<file path="src/rtl/swp_pkg.sv">
// Package for the standby and write-protect controller
package swp_pkg;
  // Register byte offsets (printed offsets are not multiples of four: index * 4)
  localparam logic [7:0] PROT_STATUS_IDX = 8'he3;
  localparam logic [7:0] PROT_KEY_IDX    = 8'he4;
  localparam logic [7:0] SYS_CTRL0_IDX   = 8'he0;
  localparam logic [7:0] SYS_CTRL1_IDX   = 8'he1;
  localparam logic [7:0] SYS_CTRL2_IDX   = 8'he2;
  localparam logic [9:0] PROT_STATUS_ADR = {PROT_STATUS_IDX, 2'b00};
  localparam logic [9:0] PROT_KEY_ADR    = {PROT_KEY_IDX, 2'b00};
  localparam logic [9:0] SYS_CTRL0_ADR   = {SYS_CTRL0_IDX, 2'b00};
  localparam logic [9:0] SYS_CTRL1_ADR   = {SYS_CTRL1_IDX, 2'b00};
  localparam logic [9:0] SYS_CTRL2_ADR   = {SYS_CTRL2_IDX, 2'b00};
  localparam logic [9:0] IDLE_EN_ADR     = 10'h100;
  localparam logic [9:0] STBY_STAT_ADR   = 10'h104;
  localparam logic [9:0] IRQ_STAT_ADR    = 10'h108;
  localparam logic [9:0] IRQ_MASK_ADR    = 10'h10c;
  // Field positions and values
  localparam int unsigned PROT_FLAG_BIT  = 7;
  localparam logic [7:0] UNLOCK_CODE     = 8'h1f;
  localparam logic [6:0] PROT_STATUS_RST = 7'h23;
  localparam logic [7:0] SYS_CTRL0_RST   = 8'h80;
  localparam logic [7:0] SYS_CTRL1_RST   = 8'h00;
  localparam logic [7:0] SYS_CTRL2_RST   = 8'h2c;
  localparam int unsigned HALT_SEL_LSB   = 2;
  localparam int unsigned WUP_SEL_LSB    = 4;
  // Timing: entry window of about five peripheral clocks
  localparam int unsigned ENTRY_CLOCKS   = 5;
  localparam logic [3:0]  WUP_COUNT_W    = 4'd8;
  localparam logic [2:0]  NMI_LEVEL      = 3'h7;

  typedef enum logic [1:0] {
    SWP_HALT_NONE  = 2'b00,
    SWP_HALT_STOP  = 2'b01,
    SWP_HALT_LIGHT = 2'b10,
    SWP_HALT_IDLE  = 2'b11
  } swp_halt_e;

  typedef enum logic [2:0] {
    SWP_RUN   = 3'b000,
    SWP_ENTER = 3'b001,
    SWP_HALT  = 3'b010,
    SWP_WARM  = 3'b011,
    SWP_WAKE  = 3'b100
  } swp_state_e;

  // Interrupt request from the interrupt controller
  typedef struct packed {
    logic       valid;
    logic [2:0] level;
    logic       nmi;
    logic       ext0;
    logic       rtc;
    logic       idle_capable;
    logic       light_capable;
    logic       stop_capable;
  } swp_irq_s;

  // Wake order to the CPU core
  typedef struct packed {
    logic       wake;
    logic       service;
    logic       from_held;
  } swp_wake_s;
endpackage : swp_pkg

</file>
<file path="src/rtl/swp_ctrl.sv">
// Standby controller and write-protect latch with Wishbone registers
// Behaviour
// - Non-unlock key write sets protection latch
// - Unlock code key write clears latch
// - Latch suppresses writes to guarded registers
// - Latch readable as status bit seven
// - Halt enters level chosen by select field
// - CPU-only idle keeps enabled units running
// - Light sleep stops clock, oscillator/RTC run
// - Full stop halts everything including oscillator
// - Port outputs hold during any halt
// - Exit by reset or qualifying interrupt
// - Unmasked qualifying interrupt wakes and serviced
// - Masked interrupt keeps halt, except special sources
// - Non-maskable always wakes and is serviced
// - Masked ext0, or RTC outside full stop, wake without service, pending
// - First entry-window NMI/ext0/RTC wake is held pending
// - Held versus later: higher priority first
// - Full-stop exit waits oscillator warm-up
// - Reset initialises all; interrupt keeps state
module swp_ctrl #(
  parameter int unsigned WARMUP_CYCLES = 4096,
  parameter int unsigned IDLE_UNITS    = 13
) (
  input  wire logic              clk_i,
  input  wire logic              rst_i,
  input  wire logic [31:0]       wb_adr_i,
  input  wire logic [31:0]       wb_dat_i,
  output logic      [31:0]       wb_dat_o,
  input  wire logic              wb_we_i,
  input  wire logic [3:0]        wb_sel_i,
  input  wire logic              wb_cyc_i,
  input  wire logic              wb_stb_i,
  output logic                   wb_ack_o,
  output logic                   wb_err_o,
  input  wire logic              halt_exec_i,
  input  wire logic [2:0]        irq_mask_level_i,
  input  wire swp_pkg::swp_irq_s irq_i,
  input  wire logic [7:0]        port_out_i,
  output logic      [7:0]        port_out_o,
  output swp_pkg::swp_wake_s     wake_o,
  output logic                   cpu_run_o,
  output logic                   sys_clk_en_o,
  output logic                   osc_en_o,
  output logic                   rtc_en_o,
  output logic [IDLE_UNITS-1:0]  unit_run_o,
  output logic [7:0]             sys_control_0_o,
  output logic [7:0]             sys_control_1_o,
  output logic [7:0]             sys_control_2_o,
  output logic                   irq_o
);

  logic                  protect;
  logic [6:0]            prot_spare;
  logic [7:0]            sys_control_0;
  logic [7:0]            sys_control_1;
  logic [7:0]            sys_control_2;
  logic [IDLE_UNITS-1:0] idle_enable;
  logic [3:0]            irq_stat;
  logic [3:0]            next_irq_stat;
  logic [3:0]            irq_mask;
  swp_pkg::swp_state_e   state;
  swp_pkg::swp_halt_e    level;
  logic [2:0]            entry_cnt;
  logic [15:0]           warm_cnt;
  logic                  held;
  logic [2:0]            held_level;
  logic                  held_nmi;
  logic                  held_service;
  logic                  pend_svc;
  logic                  pend_lvl_valid;
  logic [2:0]            pend_level;
  logic                  wr_stb;
  logic                  rd_stb;
  logic                  byte_wr;
  logic [9:0]            adr;
  logic                  mapped;
  logic                  qual;
  logic                  svc;
  logic                  special;
  logic                  supp_wr;
  logic [3:0]            ev;

  assign adr     = wb_adr_i[9:0];
  assign wr_stb  = wb_cyc_i && wb_stb_i && !wb_ack_o && !wb_err_o && wb_we_i;
  assign rd_stb  = wb_cyc_i && wb_stb_i && !wb_ack_o && !wb_err_o && !wb_we_i;
  assign byte_wr = wr_stb && wb_sel_i[0];

  function automatic logic is_guarded(input logic [9:0] a);
    is_guarded = (a == swp_pkg::SYS_CTRL0_ADR) || (a == swp_pkg::SYS_CTRL1_ADR) ||
                 (a == swp_pkg::SYS_CTRL2_ADR);
  endfunction : is_guarded

  function automatic logic is_mapped(input logic [9:0] a);
    is_mapped = is_guarded(a) || (a == swp_pkg::PROT_STATUS_ADR) ||
                (a == swp_pkg::PROT_KEY_ADR) || (a == swp_pkg::IDLE_EN_ADR) ||
                (a == swp_pkg::STBY_STAT_ADR) || (a == swp_pkg::IRQ_STAT_ADR) ||
                (a == swp_pkg::IRQ_MASK_ADR);
  endfunction : is_mapped

  assign mapped  = is_mapped(adr) && (wb_adr_i[31:10] == 22'h000000);
  assign supp_wr = protect && is_guarded(adr);

  // Qualification of the current request for the active halt level
  always_comb begin
    svc     = 1'b0;
    special = 1'b0;
    qual    = 1'b0;
    if (irq_i.valid) begin
      if (irq_i.nmi) begin
        svc = 1'b1;
      end else if (irq_i.level >= irq_mask_level_i) begin
        case (level)
          swp_pkg::SWP_HALT_IDLE:  svc = irq_i.idle_capable;
          swp_pkg::SWP_HALT_LIGHT: svc = irq_i.light_capable;
          swp_pkg::SWP_HALT_STOP:  svc = irq_i.stop_capable;
          default:                 svc = 1'b0;
        endcase
      end else begin
        special = irq_i.ext0 || (irq_i.rtc && level != swp_pkg::SWP_HALT_STOP);
      end
      qual = svc || special;
    end
  end

  // Protection latch
  always_ff @(posedge clk_i) begin
    if (rst_i) begin
      protect <= 1'b0;
    end else if (byte_wr && mapped && adr == swp_pkg::PROT_KEY_ADR) begin
      protect <= (wb_dat_i[7:0] != swp_pkg::UNLOCK_CODE);
    end
  end

  // Software registers
  always_ff @(posedge clk_i) begin
    if (rst_i) begin
      prot_spare    <= swp_pkg::PROT_STATUS_RST;
      sys_control_0 <= swp_pkg::SYS_CTRL0_RST;
      sys_control_1 <= swp_pkg::SYS_CTRL1_RST;
      sys_control_2 <= swp_pkg::SYS_CTRL2_RST;
      idle_enable   <= '0;
      irq_mask      <= 4'h0;
    end else if (byte_wr && mapped && !supp_wr) begin
      case (adr)
        swp_pkg::PROT_STATUS_ADR: prot_spare    <= wb_dat_i[6:0];
        swp_pkg::SYS_CTRL0_ADR:   sys_control_0 <= wb_dat_i[7:0];
        swp_pkg::SYS_CTRL1_ADR:   sys_control_1 <= wb_dat_i[7:0];
        swp_pkg::SYS_CTRL2_ADR:   sys_control_2 <= wb_dat_i[7:0];
        swp_pkg::IDLE_EN_ADR:     idle_enable   <= wb_dat_i[IDLE_UNITS-1:0];
        swp_pkg::IRQ_MASK_ADR:    irq_mask      <= wb_dat_i[3:0];
        default:                  irq_mask      <= irq_mask;
      endcase
    end
  end

  // Standby sequencer
  always_ff @(posedge clk_i) begin
    if (rst_i) begin
      state        <= swp_pkg::SWP_RUN;
      level        <= swp_pkg::SWP_HALT_NONE;
      entry_cnt    <= 3'h0;
      warm_cnt     <= 16'h0000;
      held         <= 1'b0;
      held_level   <= 3'h0;
      held_nmi     <= 1'b0;
      held_service <= 1'b0;
      pend_svc     <= 1'b0;
      pend_lvl_valid <= 1'b0;
      pend_level   <= 3'h0;
      wake_o       <= '0;
    end else begin
      wake_o <= '0;
      case (state)
        swp_pkg::SWP_RUN: begin
          if (halt_exec_i) begin
            level <= swp_pkg::swp_halt_e'(sys_control_2[swp_pkg::HALT_SEL_LSB +: 2]);
            if (sys_control_2[swp_pkg::HALT_SEL_LSB +: 2] == 2'b00) begin
              state <= swp_pkg::SWP_RUN;
            end else if (sys_control_2[swp_pkg::HALT_SEL_LSB +: 2] == 2'b11) begin
              state <= swp_pkg::SWP_HALT;
            end else begin
              state     <= swp_pkg::SWP_ENTER;
              entry_cnt <= 3'h0;
            end
          end
        end
        swp_pkg::SWP_ENTER: begin
          if (qual && !held && (irq_i.nmi || irq_i.ext0 || irq_i.rtc)) begin
            held         <= 1'b1;
            held_level   <= irq_i.nmi ? swp_pkg::NMI_LEVEL : irq_i.level;
            held_nmi     <= irq_i.nmi;
            held_service <= svc;
          end
          entry_cnt <= entry_cnt + 3'h1;
          if (entry_cnt == 3'(swp_pkg::ENTRY_CLOCKS - 1)) begin
            state <= swp_pkg::SWP_HALT;
          end
        end
        swp_pkg::SWP_HALT: begin
          if (qual) begin
            pend_svc       <= svc;
            pend_lvl_valid <= 1'b1;
            pend_level     <= irq_i.nmi ? swp_pkg::NMI_LEVEL : irq_i.level;
            if (level == swp_pkg::SWP_HALT_STOP) begin
              state    <= swp_pkg::SWP_WARM;
              warm_cnt <= 16'h0000;
            end else begin
              state <= swp_pkg::SWP_WAKE;
            end
          end
        end
        swp_pkg::SWP_WARM: begin
          warm_cnt <= warm_cnt + 16'h0001;
          if (warm_cnt == 16'(WARMUP_CYCLES - 1)) begin
            state <= swp_pkg::SWP_WAKE;
          end
        end
        swp_pkg::SWP_WAKE: begin
          // Held request first when it outranks the waking one
          if (held && (held_nmi || !pend_lvl_valid || held_level > pend_level)) begin
            wake_o <= '{wake: 1'b1, service: held_service, from_held: 1'b1};
            held   <= 1'b0;
          end else begin
            wake_o         <= '{wake: pend_lvl_valid, service: pend_svc, from_held: 1'b0};
            pend_lvl_valid <= 1'b0;
            if (!held) begin
              state <= swp_pkg::SWP_RUN;
              level <= swp_pkg::SWP_HALT_NONE;
            end
          end
        end
        default: state <= swp_pkg::SWP_RUN;
      endcase
    end
  end

  // Clock and unit gating outputs
  always_ff @(posedge clk_i) begin
    if (rst_i) begin
      cpu_run_o    <= 1'b1;
      sys_clk_en_o <= 1'b1;
      osc_en_o     <= 1'b1;
      rtc_en_o     <= 1'b1;
      unit_run_o   <= '1;
    end else if (state == swp_pkg::SWP_HALT || state == swp_pkg::SWP_WARM) begin
      cpu_run_o    <= 1'b0;
      sys_clk_en_o <= (level == swp_pkg::SWP_HALT_IDLE);
      osc_en_o     <= (level != swp_pkg::SWP_HALT_STOP) || (state == swp_pkg::SWP_WARM);
      rtc_en_o     <= (level != swp_pkg::SWP_HALT_STOP);
      unit_run_o   <= (level == swp_pkg::SWP_HALT_IDLE) ? idle_enable : '0;
    end else begin
      cpu_run_o    <= (state == swp_pkg::SWP_RUN);
      sys_clk_en_o <= 1'b1;
      osc_en_o     <= 1'b1;
      rtc_en_o     <= 1'b1;
      unit_run_o   <= '1;
    end
  end

  // Port outputs freeze while halted
  always_ff @(posedge clk_i) begin
    if (rst_i) begin
      port_out_o <= 8'h00;
    end else if (state == swp_pkg::SWP_RUN && !halt_exec_i) begin
      port_out_o <= port_out_i;
    end
  end

  // Event status: bit0 halt executed in run (any select), bit1 wake, bit2 held request, bit3 guarded write blocked
  assign ev = {byte_wr && mapped && supp_wr,
               state == swp_pkg::SWP_ENTER && qual && !held &&
               (irq_i.nmi || irq_i.ext0 || irq_i.rtc),
               wake_o.wake,
               state == swp_pkg::SWP_RUN && halt_exec_i};

  // Write-one-to-clear; a new event in the same cycle wins
  always_comb begin
    next_irq_stat = irq_stat | ev;
    if (byte_wr && mapped && adr == swp_pkg::IRQ_STAT_ADR) begin
      next_irq_stat = (irq_stat & ~wb_dat_i[3:0]) | ev;
    end
  end

  always_ff @(posedge clk_i) begin
    if (rst_i) begin
      irq_stat <= 4'h0;
    end else begin
      irq_stat <= next_irq_stat;
    end
  end

  // Follows the status register in the same cycle, clears included
  always_ff @(posedge clk_i) begin
    if (rst_i) begin
      irq_o <= 1'b0;
    end else begin
      irq_o <= |(next_irq_stat & irq_mask);
    end
  end

  // Bus answer: one cycle after the strobe, one-cycle ack or err
  always_ff @(posedge clk_i) begin
    if (rst_i) begin
      wb_ack_o <= 1'b0;
      wb_err_o <= 1'b0;
      wb_dat_o <= 32'h00000000;
    end else begin
      wb_ack_o <= (wr_stb || rd_stb) && mapped;
      wb_err_o <= (wr_stb || rd_stb) && !mapped;
      wb_dat_o <= 32'h00000000;
      if (rd_stb) begin
        case (adr)
          swp_pkg::PROT_STATUS_ADR: wb_dat_o <= {24'h000000, protect, prot_spare};
          swp_pkg::SYS_CTRL0_ADR:   wb_dat_o <= {24'h000000, sys_control_0};
          swp_pkg::SYS_CTRL1_ADR:   wb_dat_o <= {24'h000000, sys_control_1};
          swp_pkg::SYS_CTRL2_ADR:   wb_dat_o <= {24'h000000, sys_control_2};
          swp_pkg::IDLE_EN_ADR:     wb_dat_o <= 32'(idle_enable);
          swp_pkg::STBY_STAT_ADR:   wb_dat_o <= {24'h000000, 2'b00, held, level, state};
          swp_pkg::IRQ_STAT_ADR:    wb_dat_o <= {28'h0000000, irq_stat};
          swp_pkg::IRQ_MASK_ADR:    wb_dat_o <= {28'h0000000, irq_mask};
          default:                  wb_dat_o <= 32'h00000000;
        endcase
      end
    end
  end

  assign sys_control_0_o = sys_control_0;
  assign sys_control_1_o = sys_control_1;
  assign sys_control_2_o = sys_control_2;

endmodule : swp_ctrl

</file>
<file path="config.mk">
export PLATFORM = sky130hd
export DESIGN_NAME = swp_ctrl
export DESIGN_NICKNAME = d
export VERILOG_FILES = /design/src/rtl/swp_pkg.sv /design/src/rtl/swp_ctrl.sv
export SDC_FILE = /design/constraint.sdc
export NUM_CORES = 1
export LEC_CHECK = 0
export BUFFER_PORTS_ARGS = -buffer_cell sky130_fd_sc_hd__clkbuf_2
export CAP_MARGIN = 20
export CORE_ASPECT_RATIO = 0.5
export CORE_UTILIZATION = 51
export CTS_CLUSTER_DIAMETER = 30
export DETAILED_ROUTE_END_ITERATION = 7
export PLACE_DENSITY = 0.87
export SLEW_MARGIN = 20
export SYNTH_ARGS = -nofsm -noshare
export SYNTH_HDL_FRONTEND = slang
export SYNTH_SLANG_ARGS = --single-unit
</file>
<file path="constraint.sdc">
create_clock -name clk_i -period 2.8 [get_ports clk_i]
set_input_delay 0.28 -clock clk_i [delete_from_list [all_inputs] [get_ports clk_i]]
set_output_delay 0.28 -clock clk_i [all_outputs]
set_load 0.01 [all_outputs]
</file>
== Word level (Yosys, flattened, before mapping) ==
Cells that the tools add are included.
Storage, ports and cells
  output and inout port bits: 87
  word-level logic and storage cells: 193
  bits of input ports: 95
  register bits after elaboration: 151
Operators by class
  eq/ne operators: 32
  bitwise gates (word level): 8
  $add $sub $neg: 2
  reduce and logical (&&, ||, !) cells: 75
  mux-type cells: 42
  magnitude comparators: 2
Operators with widths (count)
  one-hot mux 13 bit (8 select lines): 1
  == test 10 bit, second input constant: 5
  == test 10 x 9 -> 1 bit, second input constant: 4
  two-way mux 3 bit: 12
  two-way mux 16 bit: 2
  one-hot mux 16 bit (2 select lines): 1
  logical AND 1 bit: 24
  zero test 22 bit: 1
  != test 2 bit, second input constant: 11
  logical OR 1 bit: 17
  adder 16 x 1 -> 16 bit, second input constant: 1
  == test 16 x 12 -> 1 bit, second input constant: 1
  AND reduction 2 bit: 8
  one-hot mux 3 bit (5 select lines): 1
  two-way mux 1 bit: 13
  two-way mux 13 bit: 1
  two-way mux 2 bit: 5
  nonzero test 2 bit: 5
  AND reduction 3 bit: 3
  AND 4 bit: 2
  zero test 1 bit: 8
  != test 8 x 5 -> 1 bit, second input constant: 1
  OR 4 bit: 2
  AND reduction 4 bit: 2
  21 further kinds: 30

== Logic depth before layout (Yosys ltp) ==
Gate-level depths: netlist (run 1).
  word-level depth: 16
  mapped depth: 11
  gate-level depth less buffers: 8

== Least setup slack after synthesis (run 1) ==
Ideal clock, no wire load.
  path type: register -> register
  start point: register wb_err_o
  end point: register idle_enable[10]
  buffers on the path: 2
  setup slack: 0.749 ns
  cell stages (with the launch flop): 9
  arrival time: 1.923 ns
  setup time: 0.128 ns
  period minus slack after synthesis: 2.051 ns
  required time: 2.672 ns
  path through: dfxtp_1 > and4bb_2 > nand3_1 > nor4_4 > and3_1 > buf_6 > buf_12 > mux2i_1 > nor2_1
Between the ends
  longest elaborated chain between the ends: 7
RTL lines
  start, declared: line swp_ctrl.sv:35  | output logic wb_err_o,
  start signal, assigned: line swp_ctrl.sv:310  | wb_err_o <= (wr_stb || rd_stb) && !mapped;
  zero test 1 bit: line swp_ctrl.sv:85  | assign wr_stb = wb_cyc_i && wb_stb_i && !wb_ack_o && !wb_err_o && wb_we_i;
  logical AND 1 bit (2 in series): line swp_ctrl.sv:85
  logical AND 1 bit: line swp_ctrl.sv:87  | assign byte_wr = wr_stb && wb_sel_i[0];
  logical AND 1 bit (2 in series): line swp_ctrl.sv:144  | end else if (byte_wr && mapped && !supp_wr) begin
  AND reduction 2 bit (no line)
  end signal, assigned: line swp_ctrl.sv:150  | swp_pkg::IDLE_EN_ADR: idle_enable <= wb_dat_i[IDLE_UNITS-1:0];
  end, declared: line swp_ctrl.sv:58  | logic [IDLE_UNITS-1:0] idle_enable;
Every way passes these cells.
A chain may end at the register's enable or synchronous reset.

== Worst setup path after layout (run 1) ==
  start point: register wb_err_o
  end point: register idle_enable[12]
The elaborated chain is that of the path after synthesis.

==> results of run 1 <==
[worst min-delay path, delay by kind of cell]
| family | cells | cell delay [ps] |
|---|---|---|
| AND/OR/NAND/NOR | 1 | 70 |
| buffers and inverters | 1 | 70 |
| multiplexers | 1 | 60 |
[worst paths after layout]
check / depth (start not counted) / slack [ps] / to
hold reg to reg: 1 / 460 / prot_spare[1]
setup / recovery: 8 / 450 / idle_enable[12]
setup reg to reg: 8 / 450 / idle_enable[12]
hold / removal: 3 / 90 / port_out_o[5]
[layout by cell type (no fill, tap or decap), drive strengths merged, types with 3 or more instances in the layout]
cell,count
a211oi,6
nor2,94
o21ai,11
nor4,14
nand2b,4
and3,8
nor3b,3
and4,3
inv,22
a22oi,9
nor3,15
o31ai,11
a222oi,3
nor2b,6
mux2i,65
ha,11
or3b,4
or2,6
nand4,10
or4,13
a21oi,38
or3,6
clkbuf,156
nand3,21
and2,9
conb,19
a211o,8
buf,20
dfxtp,132
nand2,15
a21o,15
a221oi,8
clkinv,8
a31oi,8
bufinv,3
[routing by layer]
layer | global-route usage [%] | share of wire (%) | vias to the layer above
met2 | 42.50 | 47 | 258
li1 | - | - | 2587
met1 | 31.08 | 43 | 2588
met5 | 0 | 0 | -
met4 | 12.55 | 2.4 | 0
met3 | 7.697 | 7.7 | 44
[kinds of logic after synthesis]
logic type                 count (synthesis)
AOI/OAI and AO/OA                        126
xor gates and xnor gates                   1
adders and majority gates                 11
buffers and inverters                     76
DFF                                      132
muxes                                     66
other                                      1
and+or+nand+nor                          233
[registers in the layout, summed over array words and instances, names as in the netlist, 4 cells and up]
name and flops:
sys_control_1_o 8, idle_enable 13, irq_mask 4, irq_stat 4
sys_control_0_o 8, warm_cnt 16, unit_run_o 13, sys_control_2_o 8
prot_spare 7, port_out_o 8, wb_dat_o 13
[power by group through the flow]
stage	Combinational [mW]	Sequential, mW	Clock [mW]
6_report	0.341	1.94	2.29
5_1_grt	0.372	1.95	2.39
4_1_cts	0.338	1.94	2.30
3_5_place_dp	0.335	1.98	0
3_3_place_gp	0.327	1.98	0
2_1_floorplan	0.210	1.99	0
[final cells by class]
cell class	count	share of cell area [%]
multi-input combinational	456	41.08
sequential	132	35.56
timing repair buffer	159	11.52
clock buffer	17	5.724
tap	159	2.677
clock inverter	15	2.441
inverter	20	1.010
==> flow_summary_export.csv, run 1 <==
group,metric,value,unit
logic_synthesis,synthTopCellsByArea,"dfxtp_1 (44%), mux2i_1 (11%), nor2_1 (5.8%), a21oi_1 (3.1%), buf_4 (2.5%)",
clock_tree,clkLatencyLatePin,430,ps
sta,slew-limit-headroom,40.12,%
power,pwr-share-clk,50.0,%
logic_synthesis,synthXorXnorAreaFrac,0.1448,%
cells_and_area,fin_util,66.07,%
routing,route.detailed.drc,0,
floorplanning,core_area,11250,µm²
sta,setup_tns,0,ps
logic_synthesis,yosysSeqAreaShare,43.70,%
clock_tree,cts_resized,0,
floorplanning,start_util,53.75,%
routing,avgRoutedWirePerCell,16.26,µm
cells_and_area,fin_cells,958,
cells_and_area,nNetsFinal,892,
hold_path,hold_start,"port_out_i[5]",
logic_synthesis,synth_ff_type,"dfxtp_1",
sta,worstMarginPinSlew,897.6,ps
routing,drtPass1Iterations,5,
logic_synthesis,synth.most_common_cell,"dfxtp_1",
setup_path,crit_buf_inv,2,
power,p_leak,3.152,nW
placement,dp_hpwl,10600,µm
setup_path,crit_family,"simple AND/OR/NAND/NOR gates",
setup_path,cp.arrival,2640,ps
grt,grt_pass1_vias,5127,
placement,dpl_cell_area,6825,µm²
clock_tree,clock-root-buffer,"clkbuf_16",
power,peakVddDrop,0.4967,mV
setup_path,crit_type,"reg2reg",
setup_path,r2r-start,"wb_err_o",
cells_and_area,nFillCells,863,
logic_synthesis,synth_compound_area_share,14.30,%
clock_tree,cts_buffers,17,
routing,antenna_left,0,
power,power.switching,1.114,mW
grt,track_usage,25.83,%
logic_synthesis,synthAdderAreaFrac,2.276,%
placement,dp.cells,926,
routing,totalWireLength,15580,µm
cells_and_area,syn_to_final_growth,22.91,%
power,seqPwrFrac,42.5,%
cells_and_area,stdcell_area,7432,µm²
floorplanning,num_io_pins,182,
logic_synthesis,yosys.area.top_type_share,43.70,%
clock_tree,cts_setup_buffers,0,
logic_synthesis,synth-edff-count,0,
logic_synthesis,synth.top_cells.by_count,"dfxtp_1 (132), nor2_1 (94), mux2i_1 (65), a21oi_1 (38)",
placement,place.gp.congestion,0.8838,
logic_synthesis,synth_simple_gate_area_share,21.54,%
power,p_comb_share,7.5,%
setup_path,worstPathCellList,"and4bb_2, nand3_1, nor4_4, buf_4, and3_1, buf_12, mux2i_1, nor2_1",
setup_path,crit_path_max_incr_delay,460,ps
setup_path,required,3080,ps
sta,fin_worst_hold_slack,94.12,ps
clock_tree,cts_hold_buf,0,
run,drv_cap,0,
floorplanning,fp.dieH,79.00,µm
routing,via_per_inst,5.717,
clock_tree,cts_tree,"done",
placement,post-place-ws,405.4,ps
logic_synthesis,synth_top_family_by_area,"simple AND/OR/NAND/NOR gates",
setup_path,slowest_stage,"and3_1",
grt,antenna_found_initial,0,
logic_synthesis,yosys.area.top_type,"dfxtp_1",
floorplanning,die-area,12320,µm²
logic_synthesis,yosysWarnings,0,
grt,grt_max_degree,53,
sta,finalSetupViolCount,0,
sta,period_share,84.10,%
grt,gr-total-overflow,0,
floorplanning,rows,27,
cells_and_area,diodes,0,
setup_path,path_max_fanout,9,
setup_path,critPathLaunchType,"flop",
clock_tree,htree_levels,4,
logic_synthesis,synth_cells,646,
logic_synthesis,synthMuxAreaShare,10.95,%
cells_and_area,multi_input_area,3053,µm²
power,powerDensity,615.0,nW/µm²
power,internal_power,3.457,mW
power,switching_share,24.37,%
cells_and_area,drive_above_1_share,27.28,%
sta,clock_skew,7.312,ps
routing,vias,5477,
logic_synthesis,synth-seq-cells,132,
floorplanning,die_w,156.0,µm
sta,rsz0062_at_grt,"false",
routing,dr.first_iter.drc_count,498,
placement,io_buffers,140,
outcome,status,"completed",
sta,fmax,0.4247,GHz
grt,grt_pass1_wl,24790,µm
setup_path,startpoint,"wb_err_o",
logic_synthesis,syn_area_per_cell,9.361,µm²
sta,final_max_slew_viol_count,0,
sta,setup_slack,445.2,ps
clock_tree,cts_num_sinks,132,
logic_synthesis,syn_area,6047,µm²
hold_path,hp-class,"in2reg",
clock_tree,clockBufferDepth,2,
sta,hold_violations,0,
logic_synthesis,synth.distinct_cells,59,
sta,min_period,2355,ps
setup_path,worstSetupEndpointType,"flop",
cells_and_area,seqCellArea,2643,µm²
clock_tree,clk_pin_slew_worst_paths,60,ps
power,total_power,4.570,mW
logic_synthesis,async_flop_share,0,%
(Power assumes the default switching activity.)
==> run 2, diff against run 1 <==
Settings changed: CORE_UTILIZATION 51 to 47, PLACE_DENSITY 0.87 to 0.85.
Clock period 2.8 ns to 2.1 ns, I/O delays scaled along.
==> run 2 against run 1 <==
  * Clock-buffer cell count increased by 1
  * Hold slack worse by 69 ps
  * Setup slack got worse by 400 ps
==> flow_summary_export.csv, run 2 (same netlist as run 1, synthesis figures left out) <==
group,metric,value,unit
sta,setup_slack,49.16,ps
sta,period_share,97.66,%
floorplanning,die_w,162.4,µm
routing,vias,5583,
clock_tree,cts_buffers,17,
routing,dr.first_iter.drc_count,457,
cells_and_area,fin_util,62.95,%
sta,hold_violations,0,
sta,final_max_slew_viol_count,0,
power,p_leak,3.277,nW
clock_tree,clk_pin_slew_worst_paths,60,ps
floorplanning,num_io_pins,182,
hold_path,hold_depth,3,
grt,track_usage,24.32,%
outcome,status,"completed",
sta,min_period,2051,ps
cells_and_area,syn_to_final_growth,26.55,%
grt,grt_pass1_wl,25410,µm
setup_path,critPathLaunchType,"flop",
grt,gr-total-overflow,0,
placement,dp_hpwl,10980,µm
floorplanning,core_area,12160,µm²
floorplanning,rows,28,
cells_and_area,largest_reg_flops,16,
hold_path,hold_end,"port_out_o[0]",
sta,clock_skew,10.36,ps
grt,grt_max_degree,69,
cells_and_area,final_cell_mix,"clkbuf_2 (140), dfxtp_1 (131), nor2_1 (93), mux2i_1 (64), buf_4 (41)",
grt,antenna_found_initial,0,
sta,rsz0062_at_grt,"true",
cells_and_area,diodes,0,
clock_tree,clkLatencyLatePin,430,ps
cells_and_area,nFillCells,930,
placement,place.gp.congestion,0.8937,
cells_and_area,largest_register,"warm_cnt",
setup_path,required,2370,ps
placement,io_buffers,140,
grt,grt_pass1_vias,5228,
routing,totalWireLength,16310,µm
clock_tree,clock-root-buffer,"clkbuf_16",
floorplanning,start_util,49.74,%
power,peakVddDrop,0.4030,mV
placement,post-place-ws,-56.14,ps
clock_tree,cts_tree,"done",
sta,slew-limit-headroom,39.71,%
floorplanning,die-area,13350,µm²
cells_and_area,mostFrequentLayoutCell,"clkbuf_2",
sta,worstMarginPinSlew,903.8,ps
cells_and_area,nNetsFinal,917,
setup_path,r2r_setup_slack,50,ps
clock_tree,cts_num_sinks,132,
hold_path,hold_start,"port_out_i[0]",
routing,route.detailed.drc,0,
clock_tree,clockBufferDepth,2,
run,drv_cap,0,
routing,avgRoutedWirePerCell,16.49,µm
hold_path,hp-class,"in2reg",
clock_tree,htree_levels,4,
clock_tree,cts_hold_buf,0,
routing,antenna_left,0,
setup_path,r2r_cells,7,
setup_path,r2r-start,"wb_ack_o",
cells_and_area,drive_above_1_share,30.10,%
setup_path,worstReg2RegEnd,"idle_enable[4]",
setup_path,crit_type,"reg2reg",
floorplanning,fp.dieH,82.21,µm
routing,drtPass1Iterations,5,
power,powerDensity,784.5,nW/µm²
setup_path,cp.arrival,2320,ps
sta,fmax,0.4876,GHz
setup_path,worstSetupEndpointType,"flop",
setup_path,path_max_fanout,9,
routing,via_per_inst,5.645,
sta,finalSetupViolCount,0,
[run 2: routing by layer]
| layer | global-route usage, % | share of wire [%] | vias up |
|---|---|---|---|
| met3 | 5.495 | 6.7 | 44 |
| met2 | 43.50 | 49 | 237 |
| met1 | 28.46 | 41 | 2662 |
| met5 | 0 | 0 | - |
| li1 | - | - | 2640 |
| met4 | 10.94 | 2.9 | 0 |
[run 2: report_power, final]
| part | leakage [nW] | internal [mW] | switching, mW |
|---|---|---|---|
| clock | 0.285 | 1.70 | 1.23 |
| sequential | 1.07 | 2.55 | 0.0266 |
| combinational | 1.92 | 0.204 | 0.295 |
| total | 3.28 | 4.45 | 1.55 |
[run 2: worst max-delay path, stage by stage, from the launching register on]
cell and delay (ps):
dfxtp_1 310, and4bb_2 340, nand3_4 90, nor4_4 370, and3_1 320, buf_12 170, mux2i_1 220, nor2_1 80
[run 2: how the worst max path moves through the flow]
| stage | startpoint | endpoint | slack [ps] | depth (start not counted) |
|---|---|---|---|---|
| 2_1_floorplan | wb_err_o | idle_enable[10] | 50 | 8 |
| 3_3_place_gp | wb_err_o | prot_spare[0] | -6 | 6 |
| 3_5_place_dp | irq_mask_level_i[2] | warm_cnt[13] | -60 | 10 |
| 4_1_cts | wb_err_o | irq_o | 40 | 6 |
| 5_1_grt | wb_err_o | sys_control_1_o[1] | -40 | 7 |
| 6_report | wb_ack_o | idle_enable[4] | 50 | 7 |
[run 2: metrics by stage]
stage / std cells / instance area [µm²] / hold WS, ps / total power, mW / setup TNS [ps]
6_report: 989 / 7652 / 25.21 / 6.003 / 0
5_1_grt: 989 / 7652 / 41.20 / 6.188 / -37.98
4_1_cts: 988 / 7619 / 19.15 / 6.006 / 0
3_5_place_dp: 956 / 7038 / 451.5 / 3.115 / -288.3
3_3_place_gp: 956 / 7038 / 442.2 / 3.102 / -13.74
2_1_floorplan: 664 / 6115 / 327.9 / 2.928 / 0
[run 2: layout make-up]
type | instances | area [µm²] | share of cell area, %
multi-input cells | 456 | 3078 | 40.22
clock inverters | 14 | 141.4 | 1.848
flip-flops and latches | 132 | 2644 | 34.55
inverters | 20 | 75.07 | 0.9810
well taps | 165 | 206.4 | 2.698
repair buffers | 184 | 1069 | 13.96
clock buffers | 18 | 439.2 | 5.739
[run 2: what timing repair did]
item	in CTS	in global routing
setup buffers	0	1
gates resized for setup	0	6
endpoints found under the setup margin	12	4
pin swaps	1	3
cloned	0	0
==> run 3, diff against run 2 <==
Settings changed: CORE_UTILIZATION 47 to 51, PLACE_DENSITY 0.85 to 0.87.
Clock period 2.1 ns to 2.3 ns, I/O delays scaled along.
==> run 3 against run 2 <==
  * Sequential power fell by 8.1%
  * Fmax fell by 2.9%
  * Global-route usage rose by 2.1 points
  * Hold slack improved by 35 ps
  * Sequential share of layout area rose by 0.71 points
  * Non-clock buffer count fell by 17
  * Die area fell by 7.7%
  * Combinational power fell by 15%
==> flow_summary_export.csv, run 3 (same netlist as run 1, synthesis figures left out) <==
group,metric,value,unit
outcome,status,"completed",
power,seqPwrFrac,42.7,%
floorplanning,core_area,11250,µm²
sta,hold_violations,0,
grt,gr-total-overflow,0,
cells_and_area,drive_above_1_share,28.13,%
routing,vias,5509,
floorplanning,num_io_pins,182,
setup_path,r2r_cells,7,
clock_tree,clkLatencyLatePin,410,ps
run,drv_cap,0,
setup_path,worstPathCellList,"and4bb_2, nand3_1, nor4_4, nor4b_4, buf_4, mux2i_1, nor2_1",
setup_path,critPathLaunchType,"flop",
grt,grt_pass1_wl,25390,µm
cells_and_area,mostFrequentLayoutCell,"clkbuf_2",
cells_and_area,largest_register,"warm_cnt",
clock_tree,clk_pin_slew_worst_paths,60,ps
cells_and_area,seqCellArea,2644,µm²
setup_path,startpoint,"wb_err_o",
sta,rsz0062_at_grt,"false",
sta,clock_skew,7.869,ps
cells_and_area,fin_cells,966,
cells_and_area,diodes,0,
power,p_comb_share,7.6,%
setup_path,path_max_fanout,8,
setup_path,r2r_setup_slack,190,ps
cells_and_area,final_cell_mix,"clkbuf_2 (139), dfxtp_1 (131), nor2_1 (94), mux2i_1 (65), a21oi_1 (38)",
setup_path,worstReg2RegEnd,"sys_control_1_o[0]",
routing,wl_met3,1235,µm
routing,totalWireLength,15680,µm
routing,avgRoutedWirePerCell,16.23,µm
hold_path,hp-class,"in2reg",
setup_path,worstSetupEndpointType,"flop",
clock_tree,cts_buffers,17,
floorplanning,start_util,53.75,%
power,internal_power,4.263,mW
clock_tree,cts_setup_buffers,0,
cells_and_area,multi_input_area,3053,µm²
cells_and_area,fin_util,66.64,%
grt,track_usage,26.39,%
power,pwr-share-clk,49.7,%
power,powerDensity,740.0,nW/µm²
routing,highest_layer,"met4",
clock_tree,cts_hold_buf,0,
setup_path,critPathCapture,"sys_control_1_o[0]",
cells_and_area,largest_reg_flops,16,
power,switching_share,23.16,%
power,power.switching,1.285,mW
clock_tree,cts_num_sinks,132,
routing,antenna_left,0,
setup_path,required,2580,ps
routing,dr.first_iter.drc_count,388,
routing,route.detailed.drc,0,
placement,post-place-ws,27.79,ps
cells_and_area,syn_to_final_growth,23.98,%
placement,dp_hpwl,10800,µm
clock_tree,cts_tree,"done",
routing,drtPass1Iterations,6,
floorplanning,rows,27,
sta,setup_tns,0,ps
power,peakVddDrop,0.4917,mV
cells_and_area,nFillCells,879,
setup_path,r2r-start,"wb_err_o",
sta,worstMarginPinSlew,806.5,ps
sta,min_period,2112,ps
routing,via_per_inst,5.703,
placement,dpl_cell_area,6885,µm²
clock_tree,clockBufferDepth,2,
setup_path,cp.arrival,2390,ps
setup_path,crit_type,"reg2reg",
sta,final_max_slew_viol_count,0,
clock_tree,htree_levels,4,
grt,antenna_found_initial,0,
placement,dp.cells,934,
placement,place.gp.congestion,0.8919,
sta,setup_slack,188.2,ps
grt,grt_max_degree,67,
sta,finalSetupViolCount,0,
routing,wl_met1,6442,µm
sta,period_share,91.82,%
placement,io_buffers,140,
cells_and_area,nNetsFinal,900,
cells_and_area,stdcell_area,7497,µm²
setup_path,crit_path_max_incr_delay,390,ps
sta,slew-limit-headroom,45.87,%
routing,wl_met2,7662,µm
floorplanning,die-area,12320,µm²
setup_path,slowest_stage,"nor4_4",
clock_tree,clock-root-buffer,"clkbuf_16",
floorplanning,fp.dieH,79.00,µm
floorplanning,die_w,156.0,µm
sta,fmax,0.4735,GHz
power,p_leak,3.204,nW
grt,grt_pass1_vias,5336,
## run 3: critical path: cells and delay by family (launching register included)
family / cells / cell delay [ps]
simple gates: 5 / 1210
buf+inv: 1 / 240
mux: 1 / 220
flops: 1 / 300
## run 3: power groups by stage
stage | clock [mW] | combinational, mW | sequential, mW
after floorplan | 0 | 0.255 | 2.42
after global placement | 0 | 0.405 | 2.41
after detailed placement | 0 | 0.416 | 2.41
after CTS | 2.78 | 0.421 | 2.37
after global routing | 2.90 | 0.464 | 2.37
final | 2.76 | 0.424 | 2.37
## run 3: worst min path at each step
stage | start | endpoint | slack [ps] | cells past startpoint
2_1_floorplan | wb_dat_i[5] | sys_control_2_o[5] | 350 | 1
3_3_place_gp | prot_spare[5] | prot_spare[5] | 440 | 1
3_5_place_dp | held_nmi | held_nmi | 450 | 2
4_1_cts | port_out_i[4] | port_out_o[4] | 50 | 3
5_1_grt | port_out_i[2] | port_out_o[2] | 50 | 3
6_report | wb_dat_i[9] | idle_enable[9] | 60 | 3
## run 3: final cells by class
cell class	instances	area share, %
inverters	20	1.001
well taps	159	2.654
multi-input cells	456	40.72
repair buffers	167	12.22
clock inverters	13	2.103
flip-flops and latches	132	35.26
clock buffers	19	6.041
## run 3: timing repair
| action | CTS | global route |
|---|---|---|
| hold endpoints to repair | 0 | 0 |
| resized for setup | 0 | 1 |
| setup endpoints to repair | 0 | 31 |
## run 3: layer usage
layer / track usage (%) / vias up
li1: - / 2600
met1: 31.79 / 2636
met2: 43.97 / 238
met3: 7.314 / 35
met4: 12.55 / 0
met5: 0 / -
## run 3: metrics by stage
| stage | hold WS (ps) | total power [mW] |
|---|---|---|
| 6_report | 60.64 | 5.548 |
| 3_5_place_dp | 450.0 | 2.831 |
| 2_1_floorplan | 347.9 | 2.673 |
| 4_1_cts | 46.41 | 5.565 |
| 5_1_grt | 54.91 | 5.732 |
| 3_3_place_gp | 442.5 | 2.818 |
